===== src/rtl/card_socket_map.vh =====
// Register offsets, field positions and reset values of the socket block
`ifndef CARD_SOCKET_MAP_VH
`define CARD_SOCKET_MAP_VH
`define REG_IGC 8'h03
`define REG_CSC 8'h04
`define REG_MIC 8'h05
`define REG_SOCK_CTL 8'h08
`define REG_PIN_STAT 8'h09
`define IGC_RESET 8'h00
`define MIC_RESET 8'h00
`define SOCK_CTL_RESET 8'h00
`define IGC_SEL_LSB 0
`define IGC_SEL_MSB 3
`define IGC_REDIR 4
`define IGC_IOMODE 5
`define IGC_RSTCTL 6
`define IGC_RIEN 7
`define MIC_SEL_LSB 4
`define MIC_SEL_MSB 7
`define CSC_BVD 0
`define CSC_BWARN 1
`define CSC_RDY 2
`define CSC_CD 3
`define SOCK_OE 0
`define SOCK_ATA 1
`define SOCK_LED 2
`define SOCK_RIOUT 3
`define SOCK_LEDON 4
`define IRQ_W 16
`define IRQ_NONE 4'h0
`define IRQ_LED 12
`define IRQ_RING 15
`endif


===== src/rtl/card_socket_irq_status.v =====
// Per-socket interrupt routing and card status change logic
// Overview of operation
// - Card IRQ select routes card request; 0000 and reserved codes off
// - IRQ 12 may drive an LED, IRQ 15 may carry ring indicate
// - Redirect bit 0: management interrupt on the management IRQ select
// - Redirect bit 1: management interrupt on the dedicated output
// - Interface mode bit: 0 memory card, 1 I/O card
// - Reset control 0: reset active, high normal, low ATA
// - Reset control 1: reset inactive, low normal, high ATA
// - Socket output enable 0 floats the reset output
// - Ring enable makes battery-dead pin a ring indicate input
// - Ring enable ignored in memory card mode
// - Status change register names pending source; upper nibble zero
// - Memory mode: battery-dead flag on falling edge
// - I/O mode: battery-dead flag on either edge
// - I/O mode: battery-dead detection ignores ring enable
// - Any read of status change register clears all flags
// - Memory mode: battery warning flag on falling edge
// - Ready flag on ready pin change; reads zero in I/O mode
// - Card detect flag on change of either detect pin
// - Management interrupt when an enabled flag is set, except battery warning in I/O mode
`timescale 1ns/1ps
`include "card_socket_map.vh"
module card_socket_irq_status (
  input wire clk, // 100 MHz clock
  input wire arst_n, // Asynchronous reset, active low
  input wire [7:0] addr, // Register address
  input wire [7:0] wdata, // Write data
  input wire wr, // Write strobe
  input wire rd, // Read strobe
  output reg [7:0] rdata_r, // Read data, cycle after rd
  input wire card_ready_irq_pin, // Card ready / interrupt request
  input wire battery_dead_status_pin, // Battery dead / status change
  input wire battery_warning_pin, // Battery warning
  input wire card_detect_a_n, // Card detect one, active low
  input wire card_detect_b_n, // Card detect two, active low
  output reg [`IRQ_W-1:0] host_irq_r, // Host IRQ lines, active high
  output reg host_mgmt_interrupt_out_r, // Dedicated management interrupt
  output reg card_reset_out_r, // Socket reset level
  output reg card_reset_oe_r, // Socket reset drive enable
  output reg io_mode_r, // High while socket in I/O card mode
  output reg ring_indicate_r // Ring indicate level, active high
);
  ////////////////////////////////////////////////////////////////////////
  // Reset release
  reg rst_a_r;
  reg rst_n_r;

  // Two-flop release of the asynchronous reset
  always @(posedge clk or negedge arst_n) begin
    if (!arst_n) begin
      rst_a_r <= 1'b0;
      rst_n_r <= 1'b0;
    end else begin
      rst_a_r <= 1'b1;
      rst_n_r <= rst_a_r;
    end
  end

  ////////////////////////////////////////////////////////////////////////
  // Pin synchronisers
  wire rdy_s;
  wire bvd_s;
  wire bwarn_s;
  wire cda_s;
  wire cdb_s;

  pin_sync #(.RESET_VAL(1'b1)) u_rdy (
    .clk(clk), .rst_n(rst_n_r), .pin(card_ready_irq_pin), .level_r(rdy_s));
  pin_sync #(.RESET_VAL(1'b1)) u_bvd (
    .clk(clk), .rst_n(rst_n_r), .pin(battery_dead_status_pin),
    .level_r(bvd_s));
  pin_sync #(.RESET_VAL(1'b1)) u_bwarn (
    .clk(clk), .rst_n(rst_n_r), .pin(battery_warning_pin),
    .level_r(bwarn_s));
  pin_sync #(.RESET_VAL(1'b1)) u_cda (
    .clk(clk), .rst_n(rst_n_r), .pin(card_detect_a_n), .level_r(cda_s));
  pin_sync #(.RESET_VAL(1'b1)) u_cdb (
    .clk(clk), .rst_n(rst_n_r), .pin(card_detect_b_n), .level_r(cdb_s));

  ////////////////////////////////////////////////////////////////////////
  // Registers
  reg [7:0] igc_r; // Interrupt and general control
  reg [7:0] mic_r; // Management interrupt configuration
  reg [7:0] sock_r; // Socket control (output enable, ATA, pin options)
  reg [3:0] csc_r; // Status change flags
  reg [3:0] csc_nxt;
  reg rdy_d_r;
  reg bvd_d_r;
  reg bwarn_d_r;
  reg cda_d_r;
  reg cdb_d_r;

  wire io_mode = igc_r[`IGC_IOMODE];
  wire csc_rd = rd && (addr == `REG_CSC);

  // Register writes
  always @(posedge clk or negedge rst_n_r) begin
    if (!rst_n_r) begin
      igc_r <= `IGC_RESET;
      mic_r <= `MIC_RESET;
      sock_r <= `SOCK_CTL_RESET;
    end else if (wr) begin
      if (addr == `REG_IGC) begin
        igc_r <= wdata;
      end
      if (addr == `REG_MIC) begin
        mic_r <= wdata;
      end
      if (addr == `REG_SOCK_CTL) begin
        sock_r <= {3'h0, wdata[4:0]};
      end
    end
  end

  ////////////////////////////////////////////////////////////////////////
  // Status change detection
  wire bvd_fall = bvd_d_r && !bvd_s;
  wire bvd_edge = bvd_d_r ^ bvd_s;
  wire bwarn_fall = bwarn_d_r && !bwarn_s;
  wire rdy_edge = rdy_d_r ^ rdy_s;
  wire cd_edge = (cda_d_r ^ cda_s) | (cdb_d_r ^ cdb_s);
  wire bvd_ev = io_mode ? bvd_edge : bvd_fall;

  // Flags: read clears, but a new event in that cycle still sets
  always @* begin
    csc_nxt = csc_r;
    if (csc_rd) begin
      csc_nxt = 4'h0;
    end
    if (bvd_ev) begin
      csc_nxt[`CSC_BVD] = 1'b1;
    end
    if (bwarn_fall && !io_mode) begin
      csc_nxt[`CSC_BWARN] = 1'b1;
    end
    if (rdy_edge && !io_mode) begin
      csc_nxt[`CSC_RDY] = 1'b1;
    end
    if (io_mode) begin
      csc_nxt[`CSC_RDY] = 1'b0;
    end
    if (cd_edge) begin
      csc_nxt[`CSC_CD] = 1'b1;
    end
  end

  // Edge history and flag storage
  always @(posedge clk or negedge rst_n_r) begin
    if (!rst_n_r) begin
      csc_r <= 4'h0;
      rdy_d_r <= 1'b1;
      bvd_d_r <= 1'b1;
      bwarn_d_r <= 1'b1;
      cda_d_r <= 1'b1;
      cdb_d_r <= 1'b1;
    end else begin
      csc_r <= csc_nxt;
      rdy_d_r <= rdy_s;
      bvd_d_r <= bvd_s;
      bwarn_d_r <= bwarn_s;
      cda_d_r <= cda_s;
      cdb_d_r <= cdb_s;
    end
  end

  ////////////////////////////////////////////////////////////////////////
  // Interrupt routing
  wire [3:0] en_mask = {mic_r[3:2], mic_r[1] & ~io_mode, mic_r[0]};
  wire mgmt_req = |(csc_r & en_mask);
  wire redir = igc_r[`IGC_REDIR];
  wire card_req = !rdy_s && io_mode; // Card asserts request low
  // Ring indicate only in I/O mode with ring enable set
  wire ring = io_mode && igc_r[`IGC_RIEN] && !bvd_s;
  wire [`IRQ_W-1:0] card_irq;
  wire [`IRQ_W-1:0] mgmt_irq;
  reg [`IRQ_W-1:0] irq_nxt;

  irq_decode u_card_dec (
    .sel(igc_r[`IGC_SEL_MSB:`IGC_SEL_LSB]), .req(card_req),
    .irq(card_irq));
  irq_decode u_mgmt_dec (
    .sel(mic_r[`MIC_SEL_MSB:`MIC_SEL_LSB]), .req(mgmt_req && !redir),
    .irq(mgmt_irq));

  // Merge card and management lines; apply alternate pin functions
  always @* begin
    irq_nxt = card_irq | mgmt_irq;
    if (sock_r[`SOCK_LED]) begin
      irq_nxt[`IRQ_LED] = sock_r[`SOCK_LEDON];
    end
    if (sock_r[`SOCK_RIOUT]) begin
      irq_nxt[`IRQ_RING] = ring;
    end
  end

  ////////////////////////////////////////////////////////////////////////
  // Outputs and read port
  always @(posedge clk or negedge rst_n_r) begin
    if (!rst_n_r) begin
      host_irq_r <= {`IRQ_W{1'b0}};
      host_mgmt_interrupt_out_r <= 1'b0;
      card_reset_out_r <= 1'b0;
      card_reset_oe_r <= 1'b0;
      io_mode_r <= 1'b0;
      ring_indicate_r <= 1'b0;
      rdata_r <= 8'h00;
    end else begin
      host_irq_r <= irq_nxt;
      host_mgmt_interrupt_out_r <= mgmt_req && redir;
      // Active level: high normal, low ATA; inactive is its inverse
      card_reset_out_r <= igc_r[`IGC_RSTCTL] ~^ sock_r[`SOCK_ATA];
      card_reset_oe_r <= sock_r[`SOCK_OE];
      io_mode_r <= io_mode;
      ring_indicate_r <= ring;
      rdata_r <= 8'h00;
      if (rd) begin
        case (addr)
          `REG_IGC: rdata_r <= igc_r;
          `REG_CSC: rdata_r <= {4'h0, csc_r};
          `REG_MIC: rdata_r <= mic_r;
          `REG_SOCK_CTL: rdata_r <= sock_r;
          `REG_PIN_STAT: rdata_r <= {3'h0, cdb_s, cda_s, bwarn_s, bvd_s, rdy_s};
          default: rdata_r <= 8'h00;
        endcase
      end
    end
  end
  // Each instance holds private registers; one per socket
endmodule // card_socket_irq_status


===== src/rtl/pin_sync.v =====
// Three-stage synchroniser with agreement filter for one socket pin
`timescale 1ns/1ps
module pin_sync #(
  parameter RESET_VAL = 1'b1
) (
  input wire clk, // System clock
  input wire rst_n, // Synchronised reset, active low
  input wire pin, // Asynchronous pin level
  output reg level_r // Filtered level
);
  reg s1_r;
  reg s2_r;
  reg s3_r;

  // Stage chain; level moves only when stages two and three agree
  always @(posedge clk or negedge rst_n) begin
    if (!rst_n) begin
      s1_r <= RESET_VAL;
      s2_r <= RESET_VAL;
      s3_r <= RESET_VAL;
      level_r <= RESET_VAL;
    end else begin
      s1_r <= pin;
      s2_r <= s1_r;
      s3_r <= s2_r;
      if (s2_r == s3_r) begin
        level_r <= s3_r;
      end
    end
  end
endmodule // pin_sync


===== src/rtl/irq_decode.v =====
// Decoder from a four-bit IRQ select code to a one-hot host IRQ vector
`timescale 1ns/1ps
`include "card_socket_map.vh"
module irq_decode (
  input wire [3:0] sel, // IRQ select code
  input wire req, // Request level to route
  output reg [`IRQ_W-1:0] irq // One-hot IRQ lines
);
  // Valid codes pick IRQ 3,4,5,7,9,10,11,12,14,15; others are dropped
  always @* begin
    irq = {`IRQ_W{1'b0}};
    case (sel)
      4'h3, 4'h4, 4'h5, 4'h7, 4'h9, 4'hA, 4'hB, 4'hC, 4'hE, 4'hF: begin
        irq[sel] = req;
      end
      default: begin
        irq = {`IRQ_W{1'b0}};
      end
    endcase
  end
endmodule // irq_decode


===== config.mk =====
export PLATFORM = sky130hd
export DESIGN_NAME = card_socket_irq_status
export DESIGN_NICKNAME = d
export VERILOG_FILES = /design/src/rtl/card_socket_irq_status.v /design/src/rtl/pin_sync.v /design/src/rtl/irq_decode.v
export VERILOG_INCLUDE_DIRS = /design/src /design/src/rtl
export SDC_FILE = /design/constraint.sdc
export NUM_CORES = 1
export LEC_CHECK = 0
export ABC_AREA = 1
export BUFFER_PORTS_ARGS = -buffer_cell sky130_fd_sc_hd__buf_2
export CAP_MARGIN = 5
export CORE_ASPECT_RATIO = 0.75
export CORE_MARGIN = 5
export CORE_UTILIZATION = 34
export DETAILED_ROUTE_END_ITERATION = 8
export PLACE_DENSITY = 0.6
export SLEW_MARGIN = 40
export SYNTH_ARGS = -nofsm -noshare
export SYNTH_HDL_FRONTEND = slang
export SYNTH_SLANG_ARGS = --single-unit

===== constraint.sdc =====
create_clock -name clk -period 3.3 [get_ports clk]
set_input_delay 0 -clock clk [delete_from_list [all_inputs] [get_ports clk]]
set_output_delay 0 -clock clk [all_outputs]
set_load 0.03 [all_outputs]

## After elaboration in Yosys (flattened, before gate mapping)

Index checks and enable logic that the tools add are counted.

| operators by class | value |
|---|---|
| magnitude comparators | 4 |
| multiplexer cells | 17 |
| bitwise logic cells | 12 |
| reduce and logical (&&, ||, !) cells | 27 |
| equal/unequal tests | 30 |

Operators with widths:

| cell | number |
|---|---|
| == test 4 bit, second input constant | 12 |
| case mux 8 bit (5 select lines) | 1 |
| bitwise AND 16 bit | 2 |
| 2-to-1 mux 16 bit | 2 |
| == test 4 x 3 -> 1 bit, second input constant | 6 |
| OR reduction 10 bit | 2 |
| == test 8 x 3 -> 1 bit, second input constant | 2 |
| == test 8 x 4 -> 1 bit, second input constant | 2 |
| bitwise OR 16 bit | 1 |
| logical AND 1 bit | 12 |
| less-than comparator 4 x 5 -> 1 bit, second input constant | 2 |
| 2-to-1 mux 1 bit | 10 |
| demux 1 bit (select 4 bit) | 2 |
| == test 4 x 2 -> 1 bit, second input constant | 2 |
| == test 8 x 2 -> 1 bit, second input constant | 1 |
| >= comparator 4 x 1 -> 1 bit, second input constant | 2 |
| 2-to-1 mux 8 bit | 1 |
| AND reduction 2 bit | 3 |
| nonzero test 2 bit | 3 |
| == test 1 bit | 5 |
| zero test 1 bit | 5 |
| bitwise AND 4 bit | 1 |
| 2-to-1 mux 4 bit | 1 |
| OR reduction 4 bit | 1 |
| 6 further kinds | 9 |

| storage, ports and cells | value |
|---|---|
| logic and storage cells | 131 |
| bits of input ports | 25 |
| output and inout bits | 29 |
| bits in registers | 81 |

## Logic depth before layout (Yosys ltp)

Gate-level depths: netlist (run 1).

| depth | value |
|---|---|
| depth in word-level cells | 9 |
| gate-level depth with buffers | 9 |
| gate-level depth less buffers | 8 |

## Cells and area by module

From an unflattened synthesis (run 1), not the netlist that was laid out.

| unflattened totals | value |
|---|---|
| cells, all modules | 355 |
| area total of the unflattened synthesis | 3435.8 sq um |

Modules (own cells, without submodules):

| module | cells an instance | times used | sequential area each (sq um) | area an instance (sq um) |
|---|---|---|---|---|
| card_socket_irq_status | 249 | 1 | 1532.7 | 2526.2 |
| pin_sync | 8 | 5 | 105.1 | 121.4 |
| irq_decode | 33 | 2 | 0.0 | 151.4 |

## Worst setup path before layout (run 1)

Ideal clock, no wire load.

| path | value |
|---|---|
| path kind | reg-to-reg |
| start | register u_bvd.level_r |
| end | register csc_r[0] |
| clock period less this slack | 1.072 ns |
| data arrival time | 0.986 ns |
| stages on the path, launching flop included | 4 |
| data required time | 3.213 ns |
| library setup time | 0.087 ns |
| path slack | 2.228 ns |
| path buffers | 0 |
| path through | dfstp_2 inv_1 ha_1 o211ai_1 |

| between the ends | value |
|---|---|
| cells in the longest elaborated chain, start to end | 4 |
| elaborated cells on any way between the ends | 6 |
| those cells by class | mux: 2; bitwise: 1; reduce/logical: 3 |

RTL lines:

| what | line | RTL |
|---|---|---|
| start: declaration | pin_sync.v:9 | `output reg level_r` |
| start signal: assignment | pin_sync.v:27 | `level_r <= s3_r;` |
| zero test 1 bit | card_socket_irq_status.v:118 | `wire bvd_fall = bvd_d_r && !bvd_s;` |
| logical AND 1 bit | card_socket_irq_status.v:118 |  |
| 2-to-1 mux 1 bit (*) | card_socket_irq_status.v:123 | `wire bvd_ev = io_mode ? bvd_edge : bvd_fall;` |
| 2-to-1 mux 1 bit / nonzero test 2 bit (equally long branches) | - |  |
| end signal: assignment | card_socket_irq_status.v:158 | `csc_r <= csc_nxt;` |
| end: declaration | card_socket_irq_status.v:86 | `reg [3:0] csc_r;` |

Every way passes the cells marked *; elsewhere a longest branch is shown, timed or not.
A chain may end at the register's enable or synchronous reset.

## Worst setup path after layout (run 1)

| path | value |
|---|---|
| start | register igc_r[5] |
| end | register host_irq_r[15] |

| between the ends | value |
|---|---|
| cells in the longest elaborated chain, start to end | 9 |
| elaborated cells on any way between the ends | 14 |
| those cells by class | mux: 3; bitwise: 6; reduce/logical: 5 |

RTL lines:

| what | line | RTL |
|---|---|---|
| start: declaration | card_socket_irq_status.v:83 | `reg [7:0] igc_r;` |
| start signal: assignment | card_socket_irq_status.v:100 | `` igc_r <= `IGC_RESET; `` |
| start signal: assignment | card_socket_irq_status.v:105 | `igc_r <= wdata;` |
| NOT 1 bit | card_socket_irq_status.v:169 | `wire [3:0] en_mask = {mic_r[3:2], mic_r[1] & ~io_mode, mic_r[0]};` |
| bitwise AND 1 bit | card_socket_irq_status.v:169 |  |
| bitwise AND 4 bit | card_socket_irq_status.v:170 | `wire mgmt_req = \|(csc_r & en_mask);` |
| OR reduction 4 bit | card_socket_irq_status.v:170 |  |
| logical AND 1 bit | card_socket_irq_status.v:183 | `` .sel(mic_r[`MIC_SEL_MSB:`MIC_SEL_LSB]), .req(mgmt_req && !redir), `` |
| bitwise AND 16 bit (no line) | - |  |
| 2-to-1 mux 16 bit | irq_decode.v:12 | `case (sel)` |
| bitwise OR 16 bit | card_socket_irq_status.v:188 | `irq_nxt = card_irq \| mgmt_irq;` |
| 2-to-1 mux 1 bit (*) | card_socket_irq_status.v:192 | `` if (sock_r[`SOCK_RIOUT]) begin `` |
| net irq_nxt[15] | card_socket_irq_status.v:177 | `` reg [`IRQ_W-1:0] irq_nxt; `` |
| end signal: assignment | card_socket_irq_status.v:201 | `` host_irq_r <= {`IRQ_W{1'b0}}; `` |
| end signal: assignment | card_socket_irq_status.v:209 | `host_irq_r <= irq_nxt;` |
| end: declaration | card_socket_irq_status.v:37 | `` output reg [`IRQ_W-1:0] host_irq_r, `` |

Mark *: on every way through the listed nets, which the timed path passes. The rest lies on a longest branch.

==> impl_metrics.toml, run 1 <==
[clocking]
postCtsResizedCells = 0
clk_latency_ns = 0.33
cts.path.max_buffers = 2
cts_setup_buffers = 0
clk_pin_slew_ns = 0.06
cts-buffers-inserted = 9
clockRootBuffer = "clkbuf_16"
cts_sinks = 81
tritoncts = "built"
cts_hold_buf = 16
htreeDepth = 3

[timing]
fin_skew_ns = 0.00554
fin_ws_ns = 1.93
fmax_mhz = 731
setup_violations = 0
slew_viol_final = 0
period_needed_ns = 1.37
finalCritPeriodShare_pct = 41.5
finalHoldViolations = 0
tns_ns = 0
rsz0062_at_grt = "no"

[job]
cap_violations = 0

[final_layout]
final_layout_size_suffix_gt1_share_pct = 30.5
design_area_mm2 = 0.00411
area.growth.synth_to_final_pct = 27.9
layout.nets = 415
n_fill_cell = 856
stdcell_count = 522
diodes = 0

[die]
fp.dieArea_mm2 = 0.0115
core_mm2 = 0.00912
chipHeight_um = 94.2
boundaryPins = 54
initial_core_util_pct = 35.2
die_w_um = 122
row_count = 30

[synth]
yosysUniqueCellTypes = 32
yosysSeqAreaShare_pct = 64.1
synthArstFlopShare_pct = 100
syn-instance-count = 306
avgSynthCellArea_um2 = 10.5
synth-edff-count = 0
yosysWarnings = 0
synth_top_flop_cell = "dfrtp_1"
ys_ff_latch = 81
synth_area_leaders = "dfrtp_1 (44%), dfstp_2 (20%), nand3_1 (6.1%)"
yosys.area.top_type = "dfrtp_1"
yosysTopAreaCellShare_pct = 43.6
synth_area_mm2 = 0.00321

[power_and_ir_drop]
power_frac_clock_pct = 42.6
p_leak_uw = 0.00196
p_sw_share_pct = 23.6
pwr-share-comb_pct = 8.3
p_int_uw = 1740
p_per_area_mw_per_mm2 = 554
vdd_drop_max_v = 0.000196
p_sw_uw = 537
seq_power_share_pct = 49.1
power_uw = 2280

[worst_hold_path]
hp-class = "in2reg"

[drt]
wl_per_cell_um = 13.8
met1Wirelength_um = 3670
viasPerCell = 4.52
wirelength_um = 7190
wl_met2_um = 2700
ant_nets = 0
route.detailed.drc = 0
num_vias = 2359
met3_length_um = 723
highest_layer = "met4"
drtIter0Drc = 206
firstDrtPassIters = 5

[setup_path]
critPathKind = "reg2reg"
rrSetupSlack_ns = 1.93
slowest_delay_ns = 0.41
crit_slowest_cell = "dfrtp_1"
worst-path-buf-inv = 2
cp.arrival_ns = 1.61
crit_path_end_kind = "register"
start_kind = "register"
cp_top_family = "simple AND/OR/NAND/NOR gates"
crit_fanout = 8
worst_ep_required_time_ns = 3.55
worstPathCellList = "inv_2 > nand3_1 > nand4_1 > nand2_1 > inv_2 > nand2_1 > a21oi_1"

[global_routing]
grt_max_degree = 43
grt_pass1_vias = 2279
antenna_found_initial = 0
grt_pass1_wl_um = 11700
gr-usage-all-layers_pct = 13.4
overflow = 0

[placed_design]
dp_hpwl_um = 5410
placedCellCount = 490
placed_area_mm2 = 0.00365
pre_cts_ws_ns = 1.96
io_buffers = 53
gp_congestion = 0.905

[outcome]
status = "completed"
-- metrics by stage --
stage          hold WS (ns)  utilization, %
6_report             0.0528            45.0
5_1_grt              0.0678            45.0
4_1_cts              0.0359            45.0
3_5_place_dp         -0.212            40.0
3_3_place_gp         -0.214            39.8
2_1_floorplan        -0.296               -
-- layout by cell type, fill, tap and decap left out, drive strengths merged --
master       instances
dfstp               25
nor2                29
clkinvlp             2
clkinv               3
nor3                 5
buf                 54
nand2               56
clkbuf              11
o32ai                1
xnor2                4
conb                 7
bufinv               1
and2                 1
nand3               39
o211ai               1
o22ai                1
o21ai               30
dfrtp               56
inv                 34
a21oi               11
dlygate4sd3         16
maj3                 5
nand4                1
ha                   1
-- cells in the mapped netlist (2+ instances only) --
| cell type | count |
|---|---|
| conb_1 | 2 |
| nand2_4 | 2 |
| o21ai_0 | 13 |
| o21ai_1 | 9 |
| dfstp_2 | 25 |
| o21ai_2 | 8 |
| nor2_1 | 26 |
| dfrtp_1 | 56 |
| nand3_1 | 39 |
| a21oi_2 | 2 |
| nand2_2 | 4 |
| maj3_1 | 5 |
| inv_2 | 3 |
| buf_6 | 2 |
| nor3_1 | 3 |
| inv_1 | 31 |
| xnor2_1 | 4 |
| nand2_1 | 50 |
| a21oi_1 | 9 |
-- metal layers --
metal	vias to the layer above	global-route usage, %
met5	-	0
met4	0	4.10
met3	9	5.42
met2	111	17.2
met1	1079	20.1
li1	1160	-
-- worst register-to-register path, delay by kind of cell (launching register included) --
| kind | cells | cell delay [ns] |
|---|---|---|
| simple gates | 4 | 0.43 |
| compound gates | 1 | 0.15 |
| buf+inv | 2 | 0.29 |
| flops | 1 | 0.41 |
-- area by class of cell --
cell class	count	area [um^2]	area share [%]
Clock buffer	11	243	5.91
Timing Repair Buffer	70	445	10.8
Inverter	35	133	3.23
Tap cell	128	160	3.90
Multi-Input combinational cell	192	1010	24.6
Sequential cell	81	2060	50.2
Clock inverter	5	55.1	1.34
-- registers in the layout, summed over array words and instances, names as in the netlist, 4 cells and up --
name        count
host_irq_r     16
rdata_r         8
csc_r           4
sock_r          5
igc_r           8
mic_r           8
-- path summary, 6_finish.rpt --
check,start,endpoint,cells after the start
min,addr[3],rdata_r[7],4
max,igc_r[5],host_irq_r[15],7
min reg2reg,rst_n_r,igc_r[5],0
min in group asynchronous,rst_n_r,igc_r[5],0
max reg2reg,igc_r[5],host_irq_r[15],7
max in group asynchronous,rst_n_r,u_bvd.level_r,1
-- power by group through the flow --
stage	clock network (uW)	logic (uW)	registers, uW
after global routing	1040	211	1130
final	970	189	1120
after detailed placement	0	175	1130
after global placement	0	161	1140
after floorplan	0	76.2	1150
after CTS	1010	190	1120
-- logic make-up (layout without fill, tap and decap cells) --
logic type	Yosys count	after routing	synth area share, %
simple gates	131	131	19.3
xor+xnor	4	4	1.09
fa+ha+maj	6	6	1.95
flops	81	81	64.1
compound gates	44	44	8.26
other cells	2	7	0.234
buf+inv	38	121	5.07
(Power assumes the default switching activity.)
==> run 2, diff against run 1 <==
- ABC_AREA: 1 -> 0
- PLACE_DENSITY: 0.6 -> 0.62
- clock period: 3.3 -> 1.2 ns (I/O delays scaled with it)
==> run 2 against run 1 <==
- the flow now finishes with violations (negative setup slack)
- wire length is 1.6% higher
- via count is 6.2% lower
- register-to-register slack worse by 2.2 ns
- largest cell class unchanged
- highest routed layer unchanged
==> impl_metrics.toml, run 2 <==
[synth]
synth_common_cells = "dfrtp_1 (56), dfstp_2 (25), mux2_1 (15)"
yosys.area.top_type = "dfrtp_1"
synth-edff-count = 0
synth_area_leaders = "dfrtp_1 (45%), dfstp_2 (21%), mux2_1 (5.4%)"
yosysUniqueCellTypes = 49
yosysTopAreaCellShare_pct = 44.7
synth_top_flop_cell = "dfrtp_1"
syn-instance-count = 217
avgSynthCellArea_um2 = 14.5
yosysMostFrequentCell = "dfrtp_1"
synthArstFlopShare_pct = 100
ys_ff_latch = 81
synth_area_mm2 = 0.00314
yosysWarnings = 0
yosysSeqAreaShare_pct = 65.6

[outcome]
status = "finished with violations"
violations = "negative setup slack"

[timing]
finalCritPeriodShare_pct = 120
period_needed_ns = 1.44
slew_viol_final = 0
fmax_mhz = 692
fin_skew_ns = 0.00640
setup_violations = 13
rsz0062_at_grt = "yes"
fin_ws_ns = -0.244
finalHoldViolations = 0

[clocking]
tritoncts = "built"
htreeDepth = 3
clockRootBuffer = "clkbuf_16"
cts_sinks = 81
cts.path.max_buffers = 2
cts-buffers-inserted = 9
clk_latency_ns = 0.34
clk_pin_slew_ns = 0.06

[drt]
firstDrtPassIters = 4
wl_per_cell_um = 15.9
route.detailed.drc = 0
drtIter0Drc = 188
ant_nets = 0
viasPerCell = 4.81
num_vias = 2213
wirelength_um = 7310

[global_routing]
gr-usage-all-layers_pct = 14.0
overflow = 0
grt_pass1_wl_um = 12100
grt_pass1_vias = 2404
grt_max_degree = 80
antenna_found_initial = 0

[power_and_ir_drop]
p_leak_uw = 0.00211
vdd_drop_max_v = 0.000968
p_per_area_mw_per_mm2 = 1410

[final_layout]
layout.nets = 369
area.growth.synth_to_final_pct = 42.3
final_cell_mix = "dfrtp_1 (55), buf_2 (53), buf_4 (40)"
final_layout_size_suffix_gt1_share_pct = 49.4
diodes = 0
stdcell_count = 460
largest_register_ffs = 16
n_fill_cell = 808
final_core_util_pct = 49.6
final_common_cell = "dfrtp_1"
regMostFlops = "host_irq_r"

[placed_design]
placedCellCount = 425
dp_hpwl_um = 5070
io_buffers = 53
gp_congestion = 0.861

[setup_path]
crit_slowest_cell = "dfrtp_1"
worst_ep_required_time_ns = 1.41
worst-path-buf-inv = 1
crit_fanout = 4
critPathKind = "reg2reg"
worstPathCellList = "a222oi_1 > o21ai_1 > nand2_2 > buf_6 > o22ai_2"
cp_top_family = "compound AO/OA/AOI/OAI gates"
crit_path_end_kind = "register"
cp.arrival_ns = 1.66
start_kind = "register"
slowest_delay_ns = 0.40

[die]
chipHeight_um = 93.2
fp.dieArea_mm2 = 0.0113
initial_core_util_pct = 34.8
core_mm2 = 0.00901
row_count = 30
boundaryPins = 54
die_w_um = 121

[worst_hold_path]
hp-class = "in2reg"

[job]
cap_violations = 0
==> run 2: cell types whose count changed in the layout (fill, tap and decap cells not counted), sizes merged, moves of 9 or more <==
cell and change:
inv -32, o21ai -26, buf +47, a21oi -9, nand3 -34, mux2 +25
nand2 -43, nor2 -15
==> run 2: worst register-to-register path, delay by kind of cell, from the launching register on <==
kind	cells	cell delay [ns]
AO/OA/AOI/OAI	3	0.62
buffers and inverters	1	0.13
flip-flops	1	0.40
AND/OR/NAND/NOR	1	0.16
==> run 2: final timing paths <==
path | from | end | slack, ns | cells after the start
min in group asynchronous | rst_n_r | igc_r[0] | 0.34 | 1
worst max-delay path | csc_r[3] | host_irq_r[7] | -0.24 | 5
worst max register to register | csc_r[3] | host_irq_r[7] | -0.24 | 5
worst min register to register | rst_n_r | igc_r[0] | 0.34 | 1
worst min-delay path | rd | rdata_r[6] | 0.05 | 3
max in group asynchronous | rst_n_r | u_rdy.s3_r | 0.52 | 1
==> run 2: layout make-up <==
cell class	count	area, um^2	share of cell area, %
Timing Repair Buffer	116	823	18.4
Clock inverter	5	55.1	1.23
Sequential cell	81	2060	46.2
Inverter	2	10.0	0.224
Multi-Input combinational cell	133	1130	25.3
Clock buffer	11	243	5.44
Tap cell	112	140	3.14
==> run 2: cells by family after synthesis <==
logic type	after synthesis	share of synthesized area [%]
adders and majority gates	6	1.99
and+or+nand+nor	58	11.8
AOI/OAI and AO/OA	30	7.46
buffers and inverters	8	1.24
muxes	27	10.2
other	2	0.239
xor gates and xnor gates	5	1.40
DFF	81	65.6
==> run 2: per-layer routing <==
layer  part of all wire [%]  wire [um]  GRT usage (%)  up-vias
met2                     48       3490           22.1       69
met3                    6.6        483           4.84       16
met4                    2.4        173           5.94        0
met5                      0          0              0        -
met1                     43       3160           17.5     1093
li1                       -          -              -     1035
==> run 2: through the flow <==
stage / worst slack [ns] / setup TNS, ns / area (um^2) / hold slack [ns] / total power [uW]
after detailed placement: -0.193 / -5.38 / 3890 / -0.213 / 3520
after floorplan: -0.0934 / -0.175 / 3170 / -0.296 / 3270
final: -0.244 / -2.27 / 4460 / 0.0497 / 6290
after CTS: -0.167 / -1.54 / 4420 / 0.0384 / 6350
after global routing: -0.353 / -3.63 / 4460 / 0.0558 / 6550
after global placement: -0.197 / -4.85 / 3890 / -0.214 / 3510
==> run 2: repair_timing <==
item                                    4_1_cts  5_1_grt
endpoints found under the setup margin       15       16
hold buffers                                 15        0
cloned                                        0        0
endpoints found under the hold margin        28        0
pin swaps                                    11        7
gates resized for setup                      12       10
setup buffers                                 3        1
==> run 2: where the power goes <==
part	internal, uW	switching, uW
registers	2900	88.2
clock network	1660	1070
logic	288	281
total	4850	1440
